===== src/hdl/mapinc_map.svh =====
// register offsets, field positions, encodings and reset values of the access port
// assumes byte addressing on apb, one 32-bit word per register
`ifndef MAPINC_MAP_SVH
`define MAPINC_MAP_SVH

`define MAPINC_CSW_OFF       8'h00
`define MAPINC_TAR_OFF       8'h04
`define MAPINC_STS_OFF       8'h08
`define MAPINC_DRW_OFF       8'h0c
`define MAPINC_BANK0_OFF     8'h10

`define MAPINC_ACCESS_WIDTH_FIELD_LSB  0
`define MAPINC_CSW_MODE_LSB  4
`define MAPINC_CSW_EN_BIT    6
`define MAPINC_STS_ERR_BIT   0
`define MAPINC_STS_BUSY_BIT  1

`define MAPINC_SIZE_BYTE     3'h0
`define MAPINC_SIZE_HALF     3'h1
`define MAPINC_SIZE_WORD     3'h2

`define MAPINC_MODE_OFF      2'h0
`define MAPINC_MODE_SINGLE   2'h1
`define MAPINC_MODE_PACKED   2'h2
`define MAPINC_MODE_RSVD     2'h3

`define MAPINC_SIZE_RST      3'h2
`define MAPINC_MODE_RST      2'h0
`define MAPINC_TAR_RST       32'h0000_0000

`endif


===== src/hdl/mapinc_pkg.sv =====
// types used by the access port design and its assertions
// assumes the constants of mapinc_map.svh
package mapinc_pkg;
   // gray order along idle -> busy -> done; the step done -> idle flips both bits
   typedef enum logic [1:0] {
      MAPINC_IDLE = 2'b00,
      MAPINC_BUSY = 2'b01,
      MAPINC_DONE = 2'b11
   } mapinc_state_e;
endpackage


===== src/hdl/mapinc.sv =====
// memory access port: apb register slave, enable gating and transfer address auto-increment
// assumes a memory side that answers each mem_req beat with a one-cycle mem_ack (mem_err with it)
//
// The implementer's own choices: the address map and the APB register port.
`timescale 1ns/10ps
`include "mapinc_map.svh"

module mapinc #(
   parameter int ADDR_W         = 8,
   parameter bit HAS_ENABLE_PIN = 1'b1,
   parameter bit SUBWORD        = 1'b1
) (
   input  wire logic              pclk,
   input  wire logic              presetn,
   input  wire logic              psel,
   input  wire logic              penable,
   input  wire logic              pwrite,
   input  wire logic [ADDR_W-1:0] paddr,
   input  wire logic [31:0]       pwdata,
   output logic      [31:0]       prdata,
   output logic                   pready,
   output logic                   pslverr,
   input  wire logic              target_access_allow_in,
   input  wire logic              abort_in,
   output logic                   mem_req,
   output logic                   mem_write,
   output logic      [31:0]       mem_addr,
   output logic      [2:0]        mem_size,
   output logic      [31:0]       mem_wdata,
   input  wire logic              mem_ack,
   input  wire logic              mem_err,
   input  wire logic [31:0]       mem_rdata
);

   generate
      if (ADDR_W < 5 || ADDR_W > 32) begin : g_bad_addr
         $error("mapinc: ADDR_W must lie between 5 and 32");
      end
   endgenerate

   // packed support follows sub-word support
   localparam bit PACKED = SUBWORD;

   mapinc_pkg::mapinc_state_e state_ff;
   logic [2:0]        size_ff;
   logic [1:0]        mode_ff;
   logic [31:0]       tar_ff;
   logic              sticky_ff;
   logic              err_ff;
   logic              bank_ff;
   logic [1:0]        beats_left_ff;
   logic [31:0]       prdata_ff;
   logic              mem_req_ff;
   logic              mem_write_ff;
   logic [31:0]       mem_addr_ff;
   logic [31:0]       mem_wdata_ff;
   logic              sync1_ff;
   logic              sync2_ff;
   logic              sync3_ff;
   logic              en_ff;

   function automatic logic [31:0] incr_of(input logic [2:0] size);
      case (size)
         `MAPINC_SIZE_BYTE: incr_of = 32'h0000_0001;
         `MAPINC_SIZE_HALF: incr_of = 32'h0000_0002;
         default:           incr_of = 32'h0000_0004;
      endcase
   endfunction

   function automatic logic [31:0] lane_mask(input logic [2:0] size, input logic [1:0] lo);
      case (size)
         `MAPINC_SIZE_BYTE: lane_mask = 32'h0000_00ff << {lo, 3'h0};
         `MAPINC_SIZE_HALF: lane_mask = 32'h0000_ffff << {lo[1], 4'h0};
         default:           lane_mask = 32'hffff_ffff;
      endcase
   endfunction

   localparam logic [ADDR_W-1:0] CSW_A  = ADDR_W'(`MAPINC_CSW_OFF);
   localparam logic [ADDR_W-1:0] TAR_A  = ADDR_W'(`MAPINC_TAR_OFF);
   localparam logic [ADDR_W-1:0] STS_A  = ADDR_W'(`MAPINC_STS_OFF);
   localparam logic [ADDR_W-1:0] DRW_A  = ADDR_W'(`MAPINC_DRW_OFF);
   localparam logic [ADDR_W-1:0] BANK_A = ADDR_W'(`MAPINC_BANK0_OFF);

   logic        setup;
   logic        access;
   logic        hit_bank;
   logic        hit_drw;
   logic        hit_win;
   logic        hit_reg;
   logic        launch;
   logic        disabled_hit;
   logic        reg_wr;
   logic        beat_ok;
   logic        beat_last;
   logic        adv;
   logic [31:0] step;
   logic [31:0] tar_next;
   logic [1:0]  nbeats_m1;
   logic [31:0] rd_mux;

   assign setup    = psel & ~penable;
   assign access   = psel & penable;
   assign hit_bank = (paddr[ADDR_W-1:4] == BANK_A[ADDR_W-1:4]) && (paddr[1:0] == 2'h0);
   assign hit_drw  = (paddr == DRW_A);
   assign hit_win  = hit_bank | hit_drw;
   assign hit_reg  = (paddr == CSW_A) | (paddr == TAR_A) | (paddr == STS_A);

   // window accesses stall until the bus side answers; a disabled one answers at once
   assign pready  = ~(access & hit_win & (state_ff != mapinc_pkg::MAPINC_DONE)
                      & ((state_ff != mapinc_pkg::MAPINC_IDLE) | en_ff));
   assign pslverr = access & pready
                    & ((~hit_win & ~hit_reg)
                       | (hit_win & ((state_ff == mapinc_pkg::MAPINC_DONE) ? err_ff : 1'b1)));
   assign prdata  = prdata_ff;

   assign disabled_hit = access & hit_win & (state_ff == mapinc_pkg::MAPINC_IDLE) & ~en_ff;
   assign launch       = access & hit_win & (state_ff == mapinc_pkg::MAPINC_IDLE) & en_ff;
   assign reg_wr       = access & pwrite & hit_reg;

   assign step      = incr_of(size_ff);
   assign tar_next  = tar_ff + step;
   assign beat_ok   = (state_ff == mapinc_pkg::MAPINC_BUSY) & mem_ack & ~mem_err & ~abort_in;
   assign beat_last = (beats_left_ff == 2'h0);
   // banked windows and mode off never move the address
   assign adv       = beat_ok & ~bank_ff
                      & ((mode_ff == `MAPINC_MODE_SINGLE)
                         | (mode_ff == `MAPINC_MODE_PACKED));

   always_comb begin
      nbeats_m1 = 2'h0;
      if (PACKED && !hit_bank && mode_ff == `MAPINC_MODE_PACKED) begin
         if (size_ff == `MAPINC_SIZE_BYTE) begin
            nbeats_m1 = 2'h3;
         end else if (size_ff == `MAPINC_SIZE_HALF) begin
            nbeats_m1 = 2'h1;
         end
      end
   end

   always_comb begin
      rd_mux = 32'h0000_0000;
      if (paddr == CSW_A) begin
         rd_mux[`MAPINC_ACCESS_WIDTH_FIELD_LSB +: 3] = size_ff;
         rd_mux[`MAPINC_CSW_MODE_LSB +: 2] = mode_ff;
         rd_mux[`MAPINC_CSW_EN_BIT]        = en_ff;
      end else if (paddr == TAR_A) begin
         rd_mux = tar_ff;
      end else if (paddr == STS_A) begin
         rd_mux[`MAPINC_STS_ERR_BIT]  = sticky_ff;
         rd_mux[`MAPINC_STS_BUSY_BIT] = (state_ff != mapinc_pkg::MAPINC_IDLE);
      end
   end

   // pin synchroniser; the level moves only once the second and third stages agree
   always_ff @(posedge pclk or negedge presetn) begin
      if (!presetn) begin
         sync1_ff <= 1'b0;
         sync2_ff <= 1'b0;
         sync3_ff <= 1'b0;
      end else begin
         sync1_ff <= target_access_allow_in;
         sync2_ff <= sync1_ff;
         sync3_ff <= sync2_ff;
      end
   end

   // reset value 1 would let a window access slip through before the pin is seen; 0 is safe
   always_ff @(posedge pclk or negedge presetn) begin
      if (!presetn) begin
         en_ff <= ~HAS_ENABLE_PIN;
      end else if (!HAS_ENABLE_PIN) begin
         en_ff <= 1'b1;
      end else if (sync2_ff == sync3_ff) begin
         en_ff <= sync3_ff;
      end
   end

   // control word; a word-only port keeps the width field fixed at word
   always_ff @(posedge pclk or negedge presetn) begin
      if (!presetn) begin
         size_ff <= `MAPINC_SIZE_RST;
         mode_ff <= `MAPINC_MODE_RST;
      end else if (reg_wr && paddr == CSW_A) begin
         if (SUBWORD && pwdata[`MAPINC_ACCESS_WIDTH_FIELD_LSB +: 3] <= `MAPINC_SIZE_WORD) begin
            size_ff <= pwdata[`MAPINC_ACCESS_WIDTH_FIELD_LSB +: 3];
         end
         case (pwdata[`MAPINC_CSW_MODE_LSB +: 2])
            `MAPINC_MODE_OFF:    mode_ff <= `MAPINC_MODE_OFF;
            `MAPINC_MODE_SINGLE: mode_ff <= `MAPINC_MODE_SINGLE;
            `MAPINC_MODE_PACKED: mode_ff <= PACKED ? `MAPINC_MODE_PACKED
                                                   : `MAPINC_MODE_OFF;
            default:             mode_ff <= mode_ff;
         endcase
      end
   end

   // apb writes only land while idle, so they never race an increment
   always_ff @(posedge pclk or negedge presetn) begin
      if (!presetn) begin
         tar_ff <= `MAPINC_TAR_RST;
      end else if (reg_wr && paddr == TAR_A) begin
         tar_ff <= pwdata;
      end else if (adv) begin
         tar_ff <= tar_next;
      end
   end

   // set wins over the write-one clear
   always_ff @(posedge pclk or negedge presetn) begin
      if (!presetn) begin
         sticky_ff <= 1'b0;
      end else begin
         sticky_ff <= disabled_hit
                      | ((state_ff == mapinc_pkg::MAPINC_BUSY) & mem_ack & mem_err)
                      | (sticky_ff & ~(reg_wr & (paddr == STS_A)
                                       & pwdata[`MAPINC_STS_ERR_BIT]));
      end
   end

   always_ff @(posedge pclk or negedge presetn) begin
      if (!presetn) begin
         state_ff      <= mapinc_pkg::MAPINC_IDLE;
         err_ff        <= 1'b0;
         bank_ff       <= 1'b0;
         beats_left_ff <= 2'h0;
         mem_req_ff    <= 1'b0;
      end else begin
         case (state_ff)
            mapinc_pkg::MAPINC_IDLE: begin
               if (launch) begin
                  state_ff      <= mapinc_pkg::MAPINC_BUSY;
                  err_ff        <= 1'b0;
                  bank_ff       <= hit_bank;
                  beats_left_ff <= nbeats_m1;
                  mem_req_ff    <= 1'b1;
               end
            end
            mapinc_pkg::MAPINC_BUSY: begin
               if (abort_in || (mem_ack && mem_err)) begin
                  state_ff   <= mapinc_pkg::MAPINC_DONE;
                  err_ff     <= 1'b1;
                  mem_req_ff <= 1'b0;
               end else if (mem_ack) begin
                  if (beat_last) begin
                     state_ff   <= mapinc_pkg::MAPINC_DONE;
                     mem_req_ff <= 1'b0;
                  end else begin
                     beats_left_ff <= beats_left_ff - 2'h1;
                  end
               end
            end
            mapinc_pkg::MAPINC_DONE: begin
               state_ff <= mapinc_pkg::MAPINC_IDLE;
            end
            default: begin
               state_ff   <= mapinc_pkg::MAPINC_IDLE;
               mem_req_ff <= 1'b0;
            end
         endcase
      end
   end

   // bus side request fields, held stable for the whole beat
   always_ff @(posedge pclk or negedge presetn) begin
      if (!presetn) begin
         mem_write_ff <= 1'b0;
         mem_addr_ff  <= 32'h0000_0000;
         mem_wdata_ff <= 32'h0000_0000;
      end else if (launch) begin
         mem_write_ff <= pwrite;
         mem_wdata_ff <= pwdata;
         mem_addr_ff  <= hit_bank ? {tar_ff[31:4], paddr[3:2], 2'h0} : tar_ff;
      end else if (beat_ok && !beat_last) begin
         mem_addr_ff  <= tar_next;
      end
   end

   // read data: register value at setup, then lanes gathered beat by beat
   always_ff @(posedge pclk or negedge presetn) begin
      if (!presetn) begin
         prdata_ff <= 32'h0000_0000;
      end else if (setup) begin
         prdata_ff <= rd_mux;
      end else if (launch) begin
         prdata_ff <= 32'h0000_0000;
      end else if (beat_ok && !mem_write_ff) begin
         prdata_ff <= (prdata_ff & ~lane_mask(mem_size, mem_addr_ff[1:0]))
                      | (mem_rdata & lane_mask(mem_size, mem_addr_ff[1:0]));
      end
   end

   assign mem_req   = mem_req_ff;
   assign mem_write = mem_write_ff;
   assign mem_addr  = mem_addr_ff;
   assign mem_size  = size_ff;
   assign mem_wdata = mem_wdata_ff;
endmodule


===== config.mk =====
export PLATFORM = sky130hd
export DESIGN_NAME = mapinc
export DESIGN_NICKNAME = d
export VERILOG_FILES = /design/src/hdl/mapinc_pkg.sv /design/src/hdl/mapinc.sv
export VERILOG_INCLUDE_DIRS = /design/src /design/src/hdl
export SDC_FILE = /design/constraint.sdc
export NUM_CORES = 1
export LEC_CHECK = 0
export ABC_CLOCK_PERIOD_IN_PS = 2800
export BUFFER_PORTS_ARGS = -buffer_cell sky130_fd_sc_hd__clkbuf_2
export CAP_MARGIN = 20
export CORE_MARGIN = 2
export CORE_UTILIZATION = 38
export CTS_BUF_LIST = sky130_fd_sc_hd__clkbuf_8 sky130_fd_sc_hd__clkbuf_16
export DETAILED_ROUTE_END_ITERATION = 10
export MAX_ROUTING_LAYER = met4
export SLEW_MARGIN = 25
export SYNTH_ARGS = -nofsm -noshare
export SYNTH_HDL_FRONTEND = slang
export SYNTH_SLANG_ARGS = --single-unit
export TNS_END_PERCENT = 20

===== constraint.sdc =====
create_clock -name pclk -period 2.8 [get_ports pclk]
set_clock_uncertainty 0.05 [all_clocks]
set_input_delay 0.42 -clock pclk [delete_from_list [all_inputs] [get_ports pclk]]
set_output_delay 0.42 -clock pclk [all_outputs]
set_load 0.05 [all_outputs]

==> metrics list <==
* Run status: complete, but fails checks
- Violations in the final reports: hold timing
- Violation count after the first detailed-routing iteration: between 500 and 600
* Total Wirelength: ~23000 um
- Clock Root Buffer: sky130_fd_sc_hd__clkbuf_16
- H-tree levels: 4
* Remaining DRCs: 0
- Summing all placed instances gives a cell area of 8810 um^2.
- Area of the mapped netlist: 7370 um^2
- Clock latency on the worst-skew pair: 0.43 ns
- In the synthesized netlist, the cells that appear most often are sky130_fd_sc_hd__nand2_1, sky130_fd_sc_hd__dfrtp_1, sky130_fd_sc_hd__o21ai_0.
- Share of flip-flops with an asynchronous set or reset: between 90% and 100%
- Largest fanout on the critical path: 6
- Power density normalized to cell area: approximately 580 nW/um^2
* Most prevalent standard cell on the critical path: sky130_fd_sc_hd__clkbuf_2
- The number of max-slew violations in the final report came to 0.
* Unique cell type count in the Yosys netlist: between 60 and 70
- Of the cells placed in the final design, the portion with a size suffix greater than 1 is 26.4%.
- For this design, the sink count on the clock tree is 146.
- Setup repair after global routing could not meet its margin everywhere.
- Utilization of the core after routing: between 50% and 60%
- Reg2reg setup slack: 0.09 ns
* Die width: 143 um
- Antenna Diode Count: 0
- Global routing consumed, over all layers together, 23.6% of the routing resources.
- Once the floorplan was initialized, standard cells occupied 39.0% of the core.
- The number of antenna violations at the first check in global routing is 0.
- Most instantiated flip-flop cell in the synthesis netlist: sky130_fd_sc_hd__dfrtp_1
* Min-delay worst type: in -> async
* Worst reg2reg path endpoint: mem_addr[24]$_DFFE_PN0P_
- Chip height: 143 um
- The finished cells cover 9500 um^2.
* Delay contributed by the slowest stage of the critical path: 0.56 ns
- In this run the tool buffered the top-level ports with 183 buffer cells.
- Vias/cell: 5.26
* Synth Net Count: 929
- Number of buffers and inverters on the critical path: 3
- Most common cell in the netlist: sky130_fd_sc_hd__nand2_1
* Dominant cells by area after synthesis: sky130_fd_sc_hd__dfrtp_1, sky130_fd_sc_hd__nand2_1, sky130_fd_sc_hd__o21ai_0, sky130_fd_sc_hd__a22oi_1, sky130_fd_sc_hd__xnor2_1
* Fmax: approximately 370 MHz
* Sort of element at the end of the critical path: primary output
* Vias in the first global route: 6419
* Complex-gate fraction of the synthesized area: a little under a fifth
- Compared with the post-synthesis result, the final layout area differs by 29.0%.
- Origin of the critical flop-to-flop path: mem_size[1]$_DFFE_PN1P_
- Synth top area share: 49.3%
- Averaged over all synthesized cells, the footprint is about 9 um^2.
* Multiplexer fraction of the synthesized cell area: 1.39%
- Vias after detailed routing: roughly 6.9k
- Dominant combinational cell family by area after synthesis: simple AND/OR/NAND/NOR gates
* Adder-cell share of the synthesized area: 1.26%
- XOR/XNOR share of the synthesized area: 3.57%
* Number of synthesized flops with an enable pin: 0
* Worst Tran Pin Value: between 0.7 and 0.8 ns
- The floorplan step defined a die boundary enclosing between 20000 and 25000 um^2.
- Arrival time of the worst setup path: 2.26 ns
- Required time at the worst-slack endpoint: 2.33 ns
- Max-Slew Margin vs Limit: 53.0%
- In this run the static leakage power is 0.00456 uW.
* Period utilization: 97.7%
- The longest clock path from root to sink contains 2 buffers.
- TritonCTS built the clock tree.
* Final Setup Violations: 0
* Clock period minus final worst setup slack: 2.73 ns
* Critical path startpoint category: input pin
- Number of storage elements in the synthesis netlist: 146
- Sequential element share of the synthesized area: about 50%
- Detailed-route wire length per cell: 17.6 um
- Across the run, the number of max-cap violations was 0.
* CORE AREA: 18900 um^2
- Overflow left after global routing: 0
* Net total in the final layout: around 1.1k
- The slowest stage of the critical path is the sky130_fd_sc_hd__or4_4 cell.
- After clock tree synthesis, the flow added hold-fix buffers numbering 0.
- Among cell families on the critical path, the largest total delay comes from simple AND/OR/NAND/NOR gates.
- Setup total negative slack: 0 ns
* Clock slew seen by the registers of the worst setup and hold paths: roughly 0.060 ns
- Power comes to 5540 uW.
- First-pass GRT wire length: 36000 um
- Routability congestion estimate from global placement: 0.877
* Worst Setup Path Type: in -> out
- Row count: 50
- Simple logic cell fraction of the synthesized area: 21.5%
* Count of yosys warnings during synthesis: 0
- Final ANT Viol Nets: 0
- R2r worst-path depth: 13
- The worst-case IR drop observed on VDD is approximately 0.00037 V.
- Ordered cell list for the critical path: clkbuf_2 -> or4_4 -> or3_1 -> buf_4 -> a2111o_1 -> clkbuf_2
- Summed over all instances, the cell type with the most area after synthesis is sky130_fd_sc_hd__dfrtp_1.
- Cell Count Post-Placement: around 1.3k
- Number of CTS-inserted buffers: 17
* Endpoints failing hold: 38
- After the flow finishes, the layout carries non-filler instances totaling 1306.
- Largest net degree at the start of global routing: 73
- The wire-length estimate of the detail-placed layout is 16600 um.
- Initial DRT Pass Iterations: 6
- Depth of the critical timing path with buffers and inverters included: 6
* Synthesized netlist cell count: 842
- I/O pin count: 184
* Worst hold margin: -0.0324 ns
==> power by group <==
group / switching, uW / internal [uW]
sequential: 75.3 / 2210
combinational: 513 / 196
clock: 908 / 1640
==> worst register-to-register path, cell delays in order (launching register included) <==
cell,delay [ns]
sky130_fd_sc_hd__dfstp_2,0.39
sky130_fd_sc_hd__nor2_2,0.14
sky130_fd_sc_hd__inv_1,0.07
sky130_fd_sc_hd__nor2_1,0.12
sky130_fd_sc_hd__ha_1,0.19
sky130_fd_sc_hd__inv_1,0.06
sky130_fd_sc_hd__fa_1,0.41
sky130_fd_sc_hd__nor2b_2,0.19
sky130_fd_sc_hd__o211a_1,0.24
sky130_fd_sc_hd__nand3_2,0.14
sky130_fd_sc_hd__buf_4,0.19
sky130_fd_sc_hd__nand2_1,0.06
sky130_fd_sc_hd__nand2_1,0.05
sky130_fd_sc_hd__a221o_1,0.29
==> layout make-up <==
cell class / instances / area, um^2
Clock inverter: 11 / 185
Clock buffer: 20 / 467
Sequential cell: 146 / 3660
Inverter: 13 / 48.8
Timing Repair Buffer: 226 / 1330
Tap cell: 260 / 325
Multi-Input combinational cell: 630 / 3490
Fill cell: 1828 / 9390
==> stage by stage <==
step / hold WS, ns / setup WS, ns
2_1_floorplan: 0.0744 / 0.0365
3_3_place_gp: 0.282 / 0.0612
3_5_place_dp: 0.303 / 0.0474
4_1_cts: 0.00335 / 0.0158
5_1_grt: 0.0183 / -0.0504
6_report: -0.0324 / 0.0652
==> flip-flops by register name (all words and copies together) (netlist names), 2 cells and up <==
register,flops
mode_ff,2
tar_ff,32
mem_addr,32
prdata,32
mem_wdata,32
beats_left_ff,2
state_ff,2
mem_size,3
==> per-layer routing <==
layer / wire length, um / vias up / track usage, %
met5: 0 / - / -
met2: 9720 / 248 / 32.9
li1: - / 3330 / -
met3: 1660 / 26 / 5.00
met4: 366 / 0 / 6.04
met1: 11300 / 3270 / 34.8
==> timing repair <==
| item | CTS | global route |
|---|---|---|
| resized for setup | 0 | 9 |
| setup endpoints to repair | 0 | 15 |
| setup buffers | 0 | 2 |
| endpoints found under the hold margin | 0 | 0 |
==> cell usage in the layout, fill, tap and decap left out, types with 4 or more instances in the layout <==
master,synthesis,layout
sky130_fd_sc_hd__a21oi_1,29,29
sky130_fd_sc_hd__a221o_1,8,8
sky130_fd_sc_hd__a22oi_1,31,31
sky130_fd_sc_hd__a31oi_1,6,6
sky130_fd_sc_hd__and2_1,6,5
sky130_fd_sc_hd__and3_1,6,6
sky130_fd_sc_hd__buf_12,0,7
sky130_fd_sc_hd__buf_4,0,36
sky130_fd_sc_hd__bufinv_16,0,5
sky130_fd_sc_hd__clkbuf_16,0,17
sky130_fd_sc_hd__clkbuf_2,1,182
sky130_fd_sc_hd__dfrtp_1,145,144
sky130_fd_sc_hd__ha_1,5,5
sky130_fd_sc_hd__inv_1,13,15
sky130_fd_sc_hd__mux2i_1,8,8
sky130_fd_sc_hd__nand2_1,219,219
sky130_fd_sc_hd__nand2b_1,7,7
sky130_fd_sc_hd__nand3_1,17,15
sky130_fd_sc_hd__nand4_1,5,5
sky130_fd_sc_hd__nor2_1,50,48
sky130_fd_sc_hd__nor3_1,15,14
sky130_fd_sc_hd__nor4_1,5,4
sky130_fd_sc_hd__o211ai_1,4,4
sky130_fd_sc_hd__o21a_1,8,8
sky130_fd_sc_hd__o21ai_0,103,102
sky130_fd_sc_hd__o311ai_0,7,5
sky130_fd_sc_hd__o31ai_1,4,4
sky130_fd_sc_hd__or3_1,8,7
sky130_fd_sc_hd__or4_1,5,5
sky130_fd_sc_hd__xnor2_1,23,23
sky130_fd_sc_hd__xor2_1,7,7
==> worst max path at each step <==
stage                                       start                       end  slack, ns
final                                    paddr[7]                    pready       0.07
after global routing      mem_size[1]$_DFFE_PN1P_    tar_ff[28]$_DFFE_PN0P_      -0.05
after CTS                 mem_size[1]$_DFFE_PN1P_    tar_ff[20]$_DFFE_PN0P_       0.02
after detailed placement                 paddr[7]   mem_size[1]$_DFFE_PN1P_       0.05
after global placement                   paddr[7]                    pready       0.06
after floorplan           mem_size[2]$_DFFE_PN0P_  mem_addr[26]$_DFFE_PN0P_       0.04
==> kinds of logic after synthesis <==
| logic type | Yosys count |
|---|---|
| compound gates | 223 |
| xor+xnor | 30 |
| fa+ha+maj | 7 |
| buf+inv | 66 |
| flops | 146 |
| mux | 10 |
| simple gates | 360 |
Power figures use the tool's default switching activity.
